### config.mk
export PLATFORM = sky130hd
export DESIGN_NAME = tcwpi_top
export DESIGN_NICKNAME = d
export VERILOG_FILES = /design/src/shared/tcwpi_pkg.sv /design/src/design/tcwpi_top.sv
export VERILOG_INCLUDE_DIRS = /design/src /design/src/shared
export SDC_FILE = /design/constraint.sdc
export NUM_CORES = 1
export LEC_CHECK = 0
export ABC_AREA = 1
export CORE_MARGIN = 3
export CORE_UTILIZATION = 55
export CTS_CLUSTER_SIZE = 10
export DETAILED_ROUTE_END_ITERATION = 10
export DONT_BUFFER_PORTS = 1
export GPL_TIMING_DRIVEN = 0
export PLACE_DENSITY = 0.82
export SYNTH_ARGS = -nofsm -noshare
export SYNTH_HDL_FRONTEND = slang
export SYNTH_SLANG_ARGS = --single-unit
### constraint.sdc
create_clock -name clk -period 1.3 [get_ports clk]
set_input_delay 0.26 -clock clk [delete_from_list [all_inputs] [get_ports clk]]
set_output_delay 0.26 -clock clk [all_outputs]
set_load 0.02 [all_outputs]
### src/shared/tcwpi_params.svh
// Timing counts and control word layout for the touch control word block.
// Included by the package and the design; holds definitions only.
`ifndef TCWPI_PARAMS_SVH
`define TCWPI_PARAMS_SVH

`define TCWPI_WORD_BITS        8
`define TCWPI_POS_CHAN_HI      6
`define TCWPI_POS_CHAN_LO      4
`define TCWPI_POS_RES          3
`define TCWPI_POS_REF          2
`define TCWPI_POS_PWR_HI       1
`define TCWPI_POS_PWR_LO       0
`define TCWPI_RST_PWR          2'h2
`define TCWPI_RST_WORD         7'h02
`define TCWPI_IRQ_RELEASE_FALL 4'h4
`define TCWPI_CYC_12BIT        5'h0F
`define TCWPI_CYC_8BIT         5'h0B

`endif

### src/shared/tcwpi_pkg.sv
// Types shared by the touch control word block.
// Assumes tcwpi_params.svh is on the include path.
`include "tcwpi_params.svh"

package tcwpi_pkg;

  typedef struct packed {
    logic [2:0] chan_sel;
    logic       res_8bit;
    logic       ref_mode_sel;
    logic       pwr_mgmt_hi;
    logic       pwr_mgmt_lo;
  } tcwpi_ctrl_s;

  typedef enum logic [3:0] {
    ST_IDLE  = 4'h1,
    ST_SHIFT = 4'h2,
    ST_CONV  = 4'h4,
    ST_RSVD  = 4'h8
  } tcwpi_state_e;

endpackage : tcwpi_pkg

### src/design/tcwpi_top.sv
// Serial control word decoder and pen interrupt gating.
// Assumes serial pins and touch sense are asynchronous to clk (20 MHz);
// serial_bit_clock is sampled, never used as a clock.
`timescale 1ns/10ps
`default_nettype none
`include "tcwpi_params.svh"

module tcwpi_top
(
  input  wire logic                 clk,
  input  wire logic                 rst_n,
  input  wire logic                 serial_bit_clock,
  input  wire logic                 serial_data_in,
  input  wire logic                 touch_sense,
  output logic                      touch_irq_n_o,
  output logic                      touch_irq_n_oe,
  output tcwpi_pkg::tcwpi_ctrl_s    ctrl_word,
  output logic                      ref_from_drivers,
  output logic                      conv_busy,
  output logic                      conv_done
);

  // ===========================================================
  // Input synchronisers
  logic [1:0] sck_sync_q;
  logic [1:0] din_sync_q;
  logic [1:0] touch_sync_q;
  logic       sck_prev_q;
  logic       sck_rise;
  logic       sck_fall;

  always_ff @(posedge clk or negedge rst_n)
  begin
    if (!rst_n)
    begin
      sck_sync_q   <= 2'h0;
      din_sync_q   <= 2'h0;
      touch_sync_q <= 2'h0;
      sck_prev_q   <= 1'b0;
    end
    else
    begin
      sck_sync_q   <= {sck_sync_q[0], serial_bit_clock};
      din_sync_q   <= {din_sync_q[0], serial_data_in};
      touch_sync_q <= {touch_sync_q[0], touch_sense};
      sck_prev_q   <= sck_sync_q[1];
    end
  end

  assign sck_rise = sck_sync_q[1] & ~sck_prev_q;
  assign sck_fall = ~sck_sync_q[1] & sck_prev_q;

  // ===========================================================
  // Word framing
  tcwpi_pkg::tcwpi_state_e state_q;
  logic [2:0]              bit_cnt_q;
  logic [4:0]              cyc_cnt_q;
  logic [6:0]              shift_q;
  logic                    start_det;
  logic                    word_done;
  logic                    conv_end;
  logic [4:0]              conv_len;

  // Data bits are taken on rising edges, so the marker is seen there
  assign start_det = sck_rise & din_sync_q[1] &
                     (state_q != tcwpi_pkg::ST_SHIFT);
  assign word_done = sck_rise & (state_q == tcwpi_pkg::ST_SHIFT) &
                     (bit_cnt_q == 3'h6);
  // Word period counted from the marker edge
  assign conv_len  = ctrl_word.res_8bit ? `TCWPI_CYC_8BIT
                                        : `TCWPI_CYC_12BIT;
  assign conv_end  = sck_rise & (state_q == tcwpi_pkg::ST_CONV) &
                     (cyc_cnt_q == conv_len - 5'h1);

  always_ff @(posedge clk or negedge rst_n)
  begin
    if (!rst_n)
      state_q <= tcwpi_pkg::ST_IDLE;
    else
    begin
      case (state_q)
        tcwpi_pkg::ST_IDLE:
          if (start_det)
            state_q <= tcwpi_pkg::ST_SHIFT;
        tcwpi_pkg::ST_SHIFT:
          if (word_done)
            state_q <= tcwpi_pkg::ST_CONV;
        tcwpi_pkg::ST_CONV:
          if (start_det)
            state_q <= tcwpi_pkg::ST_SHIFT;
          else if (conv_end)
            state_q <= tcwpi_pkg::ST_IDLE;
        default:
          state_q <= tcwpi_pkg::ST_IDLE;
      endcase
    end
  end

  always_ff @(posedge clk or negedge rst_n)
  begin
    if (!rst_n)
    begin
      bit_cnt_q <= 3'h0;
      cyc_cnt_q <= 5'h0;
      shift_q   <= 7'h00;
    end
    else if (start_det)
    begin
      bit_cnt_q <= 3'h0;
      cyc_cnt_q <= 5'h1;
    end
    else if (sck_rise)
    begin
      if (state_q == tcwpi_pkg::ST_SHIFT)
      begin
        shift_q   <= {shift_q[5:0], din_sync_q[1]};
        bit_cnt_q <= bit_cnt_q + 3'h1;
      end
      if (cyc_cnt_q != 5'h1F)
        cyc_cnt_q <= cyc_cnt_q + 5'h1;
    end
  end

  // ===========================================================
  // Control word register
  logic [6:0] word_next;
  assign word_next = {shift_q[5:0], din_sync_q[1]};

  always_ff @(posedge clk or negedge rst_n)
  begin
    if (!rst_n)
      ctrl_word <= tcwpi_pkg::tcwpi_ctrl_s'(`TCWPI_RST_WORD);
    else if (word_done)
      ctrl_word <= tcwpi_pkg::tcwpi_ctrl_s'(word_next);
  end

  // Differential only when the bit is 0; single-ended is pin to ground
  assign ref_from_drivers = ~ctrl_word.ref_mode_sel;
  assign conv_busy = (state_q != tcwpi_pkg::ST_IDLE);
  // No dummy cycle: first word after reset converts normally
  assign conv_done = conv_end;

  // ===========================================================
  // Pen interrupt
  logic       irq_en_q;
  logic       irq_low_q;
  logic [3:0] fall_cnt_q;
  logic       pwr_allows;

  assign pwr_allows = ~(ctrl_word.pwr_mgmt_hi & ctrl_word.pwr_mgmt_lo);

  // Enable follows the loaded power bits only at conversion end;
  // also valid while idle and powered down between conversions
  always_ff @(posedge clk or negedge rst_n)
  begin
    if (!rst_n)
      irq_en_q <= 1'b1;
    else if (start_det)
      irq_en_q <= 1'b0;
    else if (conv_end)
      irq_en_q <= pwr_allows;
  end

  // Falls counted after a marker, held low output released on the fourth
  always_ff @(posedge clk or negedge rst_n)
  begin
    if (!rst_n)
    begin
      irq_low_q  <= 1'b0;
      fall_cnt_q <= 4'h0;
    end
    else if (start_det)
    begin
      irq_low_q  <= irq_low_q;
      fall_cnt_q <= 4'h0;
    end
    else if (irq_en_q)
      irq_low_q <= touch_sync_q[1];
    else if (sck_fall && irq_low_q)
    begin
      fall_cnt_q <= fall_cnt_q + 4'h1;
      if (fall_cnt_q == `TCWPI_IRQ_RELEASE_FALL - 4'h1)
        irq_low_q <= 1'b0;
    end
  end

  // Open drain: only ever drives low, released otherwise
  assign touch_irq_n_o  = 1'b0;
  assign touch_irq_n_oe = irq_low_q;

  // ===========================================================
  // Assertions
  property p_start_disables;
    @(posedge clk) disable iff (!rst_n)
      start_det |=> !irq_en_q;
  endproperty
  a_start_disables: assert property (p_start_disables)
    else $error("pen interrupt stays enabled after marker");

  property p_released_when_idle;
    @(posedge clk) disable iff (!rst_n)
      (irq_en_q && !touch_sync_q[1] && !start_det) |=> !touch_irq_n_oe;
  endproperty
  a_released_when_idle: assert property (p_released_when_idle)
    else $error("pen output driven without touch");

  property p_touch_pulls;
    @(posedge clk) disable iff (!rst_n)
      (irq_en_q && touch_sync_q[1] && !start_det) |=> touch_irq_n_oe;
  endproperty
  a_touch_pulls: assert property (p_touch_pulls)
    else $error("touch did not pull pen output low");

  property p_hold_until_fourth;
    @(posedge clk) disable iff (!rst_n)
      (!irq_en_q && irq_low_q && sck_fall && fall_cnt_q < 4'h3 &&
       !start_det) |=> irq_low_q;
  endproperty
  a_hold_until_fourth: assert property (p_hold_until_fourth)
    else $error("pen output released before fourth fall");

  property p_release_fourth;
    @(posedge clk) disable iff (!rst_n)
      (!irq_en_q && irq_low_q && sck_fall && fall_cnt_q == 4'h3 &&
       !start_det) |=> !irq_low_q && !irq_en_q;
  endproperty
  a_release_fourth: assert property (p_release_fourth)
    else $error("fourth fall mishandled");

  property p_reenable_at_end;
    @(posedge clk) disable iff (!rst_n)
      (conv_end && !start_det) |=> (irq_en_q == $past(pwr_allows));
  endproperty
  a_reenable_at_end: assert property (p_reenable_at_end)
    else $error("enable not taken from power bits");

  property p_full_power_disables;
    @(posedge clk) disable iff (!rst_n)
      (conv_end && ctrl_word.pwr_mgmt_hi && ctrl_word.pwr_mgmt_lo)
      |=> !irq_en_q;
  endproperty
  a_full_power_disables: assert property (p_full_power_disables)
    else $error("interrupt enabled at full power");

  property p_word_frame;
    @(posedge clk) disable iff (!rst_n)
      (start_det && state_q == tcwpi_pkg::ST_IDLE)
      |=> (state_q == tcwpi_pkg::ST_SHIFT) && bit_cnt_q == 3'h0;
  endproperty
  a_word_frame: assert property (p_word_frame)
    else $error("marker did not open word");

  property p_ignore_low;
    @(posedge clk) disable iff (!rst_n)
      (state_q == tcwpi_pkg::ST_IDLE && !start_det)
      |=> state_q != tcwpi_pkg::ST_SHIFT;
  endproperty
  a_ignore_low: assert property (p_ignore_low)
    else $error("word opened without marker");

  property p_ctrl_only_on_word;
    @(posedge clk) disable iff (!rst_n)
      !word_done |=> $stable(ctrl_word);
  endproperty
  a_ctrl_only_on_word: assert property (p_ctrl_only_on_word)
    else $error("control word changed outside a word load");

  property p_idle_enable_power;
    @(posedge clk) disable iff (!rst_n)
      (state_q == tcwpi_pkg::ST_IDLE && irq_en_q) |-> pwr_allows;
  endproperty
  a_idle_enable_power: assert property (p_idle_enable_power)
    else $error("interrupt enabled in idle at full power");

  c_word_loaded: cover property (@(posedge clk) disable iff (!rst_n)
    word_done);
  c_release: cover property (@(posedge clk) disable iff (!rst_n)
    $fell(irq_low_q) && !irq_en_q);
  c_conv_end: cover property (@(posedge clk) disable iff (!rst_n)
    conv_end ##1 irq_en_q);
  c_overlap: cover property (@(posedge clk) disable iff (!rst_n)
    start_det && state_q == tcwpi_pkg::ST_CONV);

endmodule : tcwpi_top
`default_nettype wire

==> Word level (Yosys, flattened, before mapping) <==
Cells that the tools add are included.
Widths: inputs -> output; s select.
{ "word_totals": {"register_bits": 38, "input_bits": 5, "output_inout_bits": 12, "wordCells": 81} }
{ "classes": {"n_addsub": 4, "eq_ne": 13, "n_mux": 20, "bitwise": 14, "n_reduce_logical": 14} }
{ "op_table": {"columns": ["cell", "count"], "rows": [
  ["$mux 4", 7],
  ["$mux 5", 3],
  ["$reduce_bool 2->1", 7],
  ["$mux 3", 4],
  ["$pmux 4 s3", 1],
  ["$and 1x1->1", 9],
  ["$reduce_and 3->1", 3],
  ["$eq 4x2->1 const B", 2],
  ["$ne 2x2->1 const B", 3],
  ["$reduce_and 2->1", 3],
  ["$add 5x1->5 const B", 1],
  ["$eq 5x5->1", 1],
  ["$mux 1", 5],
  ["$ne 5x5->1 const B", 1],
  ["$not 1->1", 5],
  ["$sub 4x1->5 const B", 1],
  ["$add 4x1->4 const B", 1],
  ["$eq 4x1->1 const B", 1],
  ["$eq 4x3->1 const B", 1],
  ["$ne 4x1->1 const B", 1],
  ["$ne 4x2->1 const B", 1],
  ["$add 3x1->3 const B", 1],
  ["$eq 3x3->1 const B", 1],
  ["$ne 3x3->1 const B", 1],
  ["$logic_and 1x1->1", 1]
]} }

==> Logic depth before layout (Yosys ltp) <==
{ "logic_depth": {"word_depth": 7, "depth_mapped": 9, "depth_no_buf": 9} }

==> Worst setup path after synthesis <==
OpenSTA, ideal clock, no wires.
{ "synth_path": {"path_type": "reg2reg", "startpoint": "reg cyc_cnt_q[0]", "endpoint": "reg cyc_cnt_q[2]", "setup_time_ns": 0.086, "arrival_ns": 1.291, "required_ns": 1.214, "slack_ns": -0.077, "stages_incl_launch_ff": 8, "path_buffers": 0, "period_less_slack_ns": 1.377, "path_cell_list": "dfrtp_1 ha_1 inv_1 nor3_1 ha_1 nor2_1 a21oi_1 nor3_1"} }
{ "synth_between": {"elab_chain_len": 4, "elab_cells_between_ends": 7, "cone_classes": "add/sub: 1; eq/ne: 1; mux: 3; reduce/logical: 2"} }
{ "synth_lines": {"columns": ["element", "line_no", "text"], "rows": [
  ["start: declaration", "tcwpi_top.sv:57", "logic [4:0] cyc_cnt_q;"],
  ["start signal: assignment", "tcwpi_top.sv:120", "cyc_cnt_q <= cyc_cnt_q + 5'h1;"],
  ["$add 5x1->5", "tcwpi_top.sv:120", null],
  ["$mux 5", "tcwpi_top.sv:119", "if (cyc_cnt_q != 5'h1F)"],
  ["$mux 5", "tcwpi_top.sv:112", "else if (sck_rise)"],
  ["$mux 5", "tcwpi_top.sv:107", "else if (start_det)"]
]} }
Several ways; a longest one is shown, not always the timed one. The select of a mux whose other input is x is not followed.
A chain may end at the register's enable or synchronous reset.

==> Worst setup path after layout <==
{ "layout_path": {"startpoint": "reg ctrl_word[3] (netlist bit)", "endpoint": "out conv_done"} }
{ "layout_between": {"elab_chain_len": 4} }
{ "layout_lines": {"columns": ["element", "line_no", "text"], "rows": [
  ["start: declaration", "tcwpi_top.sv:17", "output tcwpi_pkg::tcwpi_ctrl_s ctrl_word,"],
  ["start signal: assignment", "tcwpi_top.sv:132", "ctrl_word <= tcwpi_pkg::tcwpi_ctrl_s'(`TCWPI_RST_WORD);"],
  ["start signal: assignment", "tcwpi_top.sv:134", "ctrl_word <= tcwpi_pkg::tcwpi_ctrl_s'(word_next);"],
  ["$mux 3 (no source line)", null, null],
  ["$sub 4x1->5", "tcwpi_top.sv:73", "(cyc_cnt_q == conv_len - 5'h1);"],
  ["$eq 5x5->1", "tcwpi_top.sv:73", null],
  ["$and 1x1->1", "tcwpi_top.sv:72", "assign conv_end = sck_rise & (state_q == tcwpi_pkg::ST_CONV) &"],
  ["end: declaration", "tcwpi_top.sv:20", "output logic conv_done"]
]} }
No other way between the ends.

==> impl_metrics.py <==
metrics = {
    "clock_network": {
        "cts_root_buf": "clkbuf_4",
        "cts_buffers": 5,
        "clk_latency_ps": 340,
        "cts_tree": "built",
        "htree_num_levels": 2,
        "cts.sinks": 37,
        "clkTransAtPathRegs_ps": 120,
        "cts_buffer_depth": 2,
    },
    "finish": {
        "fillCellCount": 169,
        "finish.utilization": 0.819,
        "drive_above_1_share": 0.432,
        "fin_cells": 269,
        "area_growth_pct": 34.3,
        "final_cell_mix": "35 x nand2_1, 31 x dfrtp_1, 22 x inv_1",
        "final_common_cell": "nand2_1",
        "antennaDiodeCount": 0,
        "nNetsFinal": 237,
        "fin_area_um2": 2370,
    },
    "placed_design": {
        "place_area_um2": 1850,
        "dp_cells": 238,
        "portBuffers": 0,
        "hpwlAfterDp_mm": 2.33,
        "place_congestion": 0.889,
    },
    "floorplanning": {
        "core_um2": 2900,
        "die-area_um2": 3930,
        "start_util": 0.610,
        "core.rowCount": 19,
        "die_w_um": 62.7,
        "chipHeight_um": 62.7,
        "io_pins": 17,
    },
    "yosys": {
        "ys_seq_area_frac": 0.526,
        "synth_largest_area_cell": "dfrtp_1",
        "syn_inst": 196,
        "synth_cell_types": 26,
        "avgSynthCellArea_um2": 9.02,
        "ys_seq_elements": 37,
        "syn-cell-area_um2": 1770,
        "synthDominantCellAreaShare": 0.481,
        "synthTopCellsByArea": "dfrtp_1 48%, nand2_1 10%, inv_1 6.6%",
        "syn_nets": 207,
        "ys_warn_count": 0,
    },
    "routing": {
        "viasPerCell": 5.30,
        "ant_nets": 0,
        "drt-initial-drc-count": 80,
        "vias": 1425,
        "wl_mm": 4.18,
        "wire_per_inst_um": 15.5,
        "drtPass1Iterations": 4,
        "drc": 0,
    },
    "timing": {
        "min_period_ps": 1600,
        "rsz0062_at_grt": "yes",
        "final_hold_viol_count": 0,
        "slew_violations": 0,
        "clock_skew_ps": 12.9,
        "finalCritPeriodShare": 1.23,
        "setup_viol_count_final": 29,
        "max_freq_ghz": 0.625,
        "layout_setup_ws_ps": -300,
    },
    "critical_path": {
        "cp-end-kind": "primary output",
        "cp.required_ps": 1040,
        "cp_max_fo": 4,
        "arrival_ps": 1340,
        "crit_path_start_kind": "flip-flop",
        "worstSetupPathType": "reg -> out",
    },
    "global_route": {
        "track_usage": 0.204,
        "grt_first_pass_wirelength_mm": 6.27,
        "grt_start_max_net_pins": 38,
        "antenna_found_initial": 0,
        "grt_overflow": 0,
        "grt_pass1_vias": 1444,
    },
    "run_status": {
        "status": "finished, violations left",
        "violations": "setup timing",
    },
    "job": {
        "maxCapViolations": 0,
    },
    "pwr": {
        "leakagePower_nw": 1.11,
        "total_power_mw": 3.72,
        "power.density_nw_per_um2": 1570,
        "ir_drop_mv": 1.29,
    },
    "min_path": {
        "hp-class": "reg -> reg",
    },
}
[area by class of cell]
class                      instances  area [um^2]  share of cell area
multi-input combinational        124          915               0.385
buffer                             2         18.8             0.00790
timing repair buffer              23          218              0.0917
clock buffer                       5         37.5              0.0158
tap                               42         52.6              0.0221
clock inverter                     3         68.8              0.0290
inverter                          33          131              0.0553
sequential                        37          933               0.393
[worst max-delay path, stage by stage (launching register included)]
cell and delay, ps:
dfrtp_2 500, inv_1 70, nand2_1 70, nand2_1 70, nor2_2 110, nand2_2 100
inv_4 90
[state kept, by name, indices dropped and copies added, names as in the netlist]
| name | cells |
|---|---|
| fall_cnt_q | 4 |
| bit_cnt_q | 3 |
| sck_prev_q | 1 |
| din_sync_q | 2 |
| touch_irq_n_oe | 1 |
| sck_sync_q | 2 |
| irq_en_q | 1 |
| state_q | 3 |
| cyc_cnt_q | 5 |
| shift_q | 6 |
| ctrl_word | 7 |
| touch_sync_q | 2 |
[cell usage after synthesis]
master	n
nand3_2	1
ha_1	6
nor2_2	2
conb_1	1
dfstp_2	3
buf_4	1
nand3_1	11
nor2_8	1
a211oi_1	1
nand2_4	3
nor2_4	2
inv_2	2
a21oi_1	4
o21ai_1	1
o21a_1	1
nor3_1	7
o21ai_2	8
nand3_4	1
dfrtp_1	34
buf_2	1
nand2_1	48
nor2_1	11
buf_6	1
o21ai_0	13
inv_1	31
xnor2_1	1
[logic make-up (layout without fill, tap and decap cells)]
kind of cell | Yosys count | in the layout | synth area share
adder cells (fa/ha/maj) | 6 | 6 | 0.0425
AO/OA/AOI/OAI | 28 | 28 | 0.0991
XOR/XNOR | 1 | 1 | 0.00495
AND/OR/NAND/NOR | 87 | 88 | 0.242
flip-flops | 37 | 37 | 0.526
other | 1 | 1 | 0.00212
buffers and inverters | 36 | 66 | 0.0835
[per-layer routing]
layer	global-route usage	vias to the layer above	share of wire
met1	0.225	701	0.38
met2	0.366	42	0.56
li1	-	674	-
met4	0.105	0	0.017
met3	0.0432	8	0.039
met5	0	-	0
[worst paths after layout]
| path | from | endpoint | slack [ps] | cells past startpoint |
|---|---|---|---|---|
| setup / recovery | ctrl_word[3] | conv_done | -300 | 6 |
| hold / removal | touch_sync_q[0] | touch_sync_q[1] | 360 | 0 |
| setup reg to reg | cyc_cnt_q[1] | cyc_cnt_q[4] | -270 | 9 |
| hold reg to reg | touch_sync_q[0] | touch_sync_q[1] | 360 | 0 |
| max in group asynchronous | rst_n | state_q[0] | 680 | 2 |
| min in group asynchronous | rst_n | cyc_cnt_q[3] | 370 | 2 |
[power by group]
part / leakage (nW) / switching, mW / internal, mW
sequential: 0.470 / 0.176 / 1.36
combinational: 0.584 / 0.678 / 0.492
clock: 0.0558 / 0.407 / 0.605
[through the flow]
step           worst slack (ps)  hold WS, ps  setup TNS, ps
2_1_floorplan             -7.35        -35.6          -7.35
3_3_place_gp              -75.8        -34.4           -320
3_5_place_dp               -141        -34.4           -564
4_1_cts                    -277          364          -1030
5_1_grt                    -393          386          -5070
6_report                   -300          363          -3490
[what timing repair did]
item	4_1_cts	5_1_grt
gates resized for setup	12	62
endpoints found under the setup margin	11	31
pin swaps	6	11
cloned	0	2
hold buffers	5	0
hold endpoints to repair	40	0
setup buffers	8	9
(Power assumes the default switching activity.)
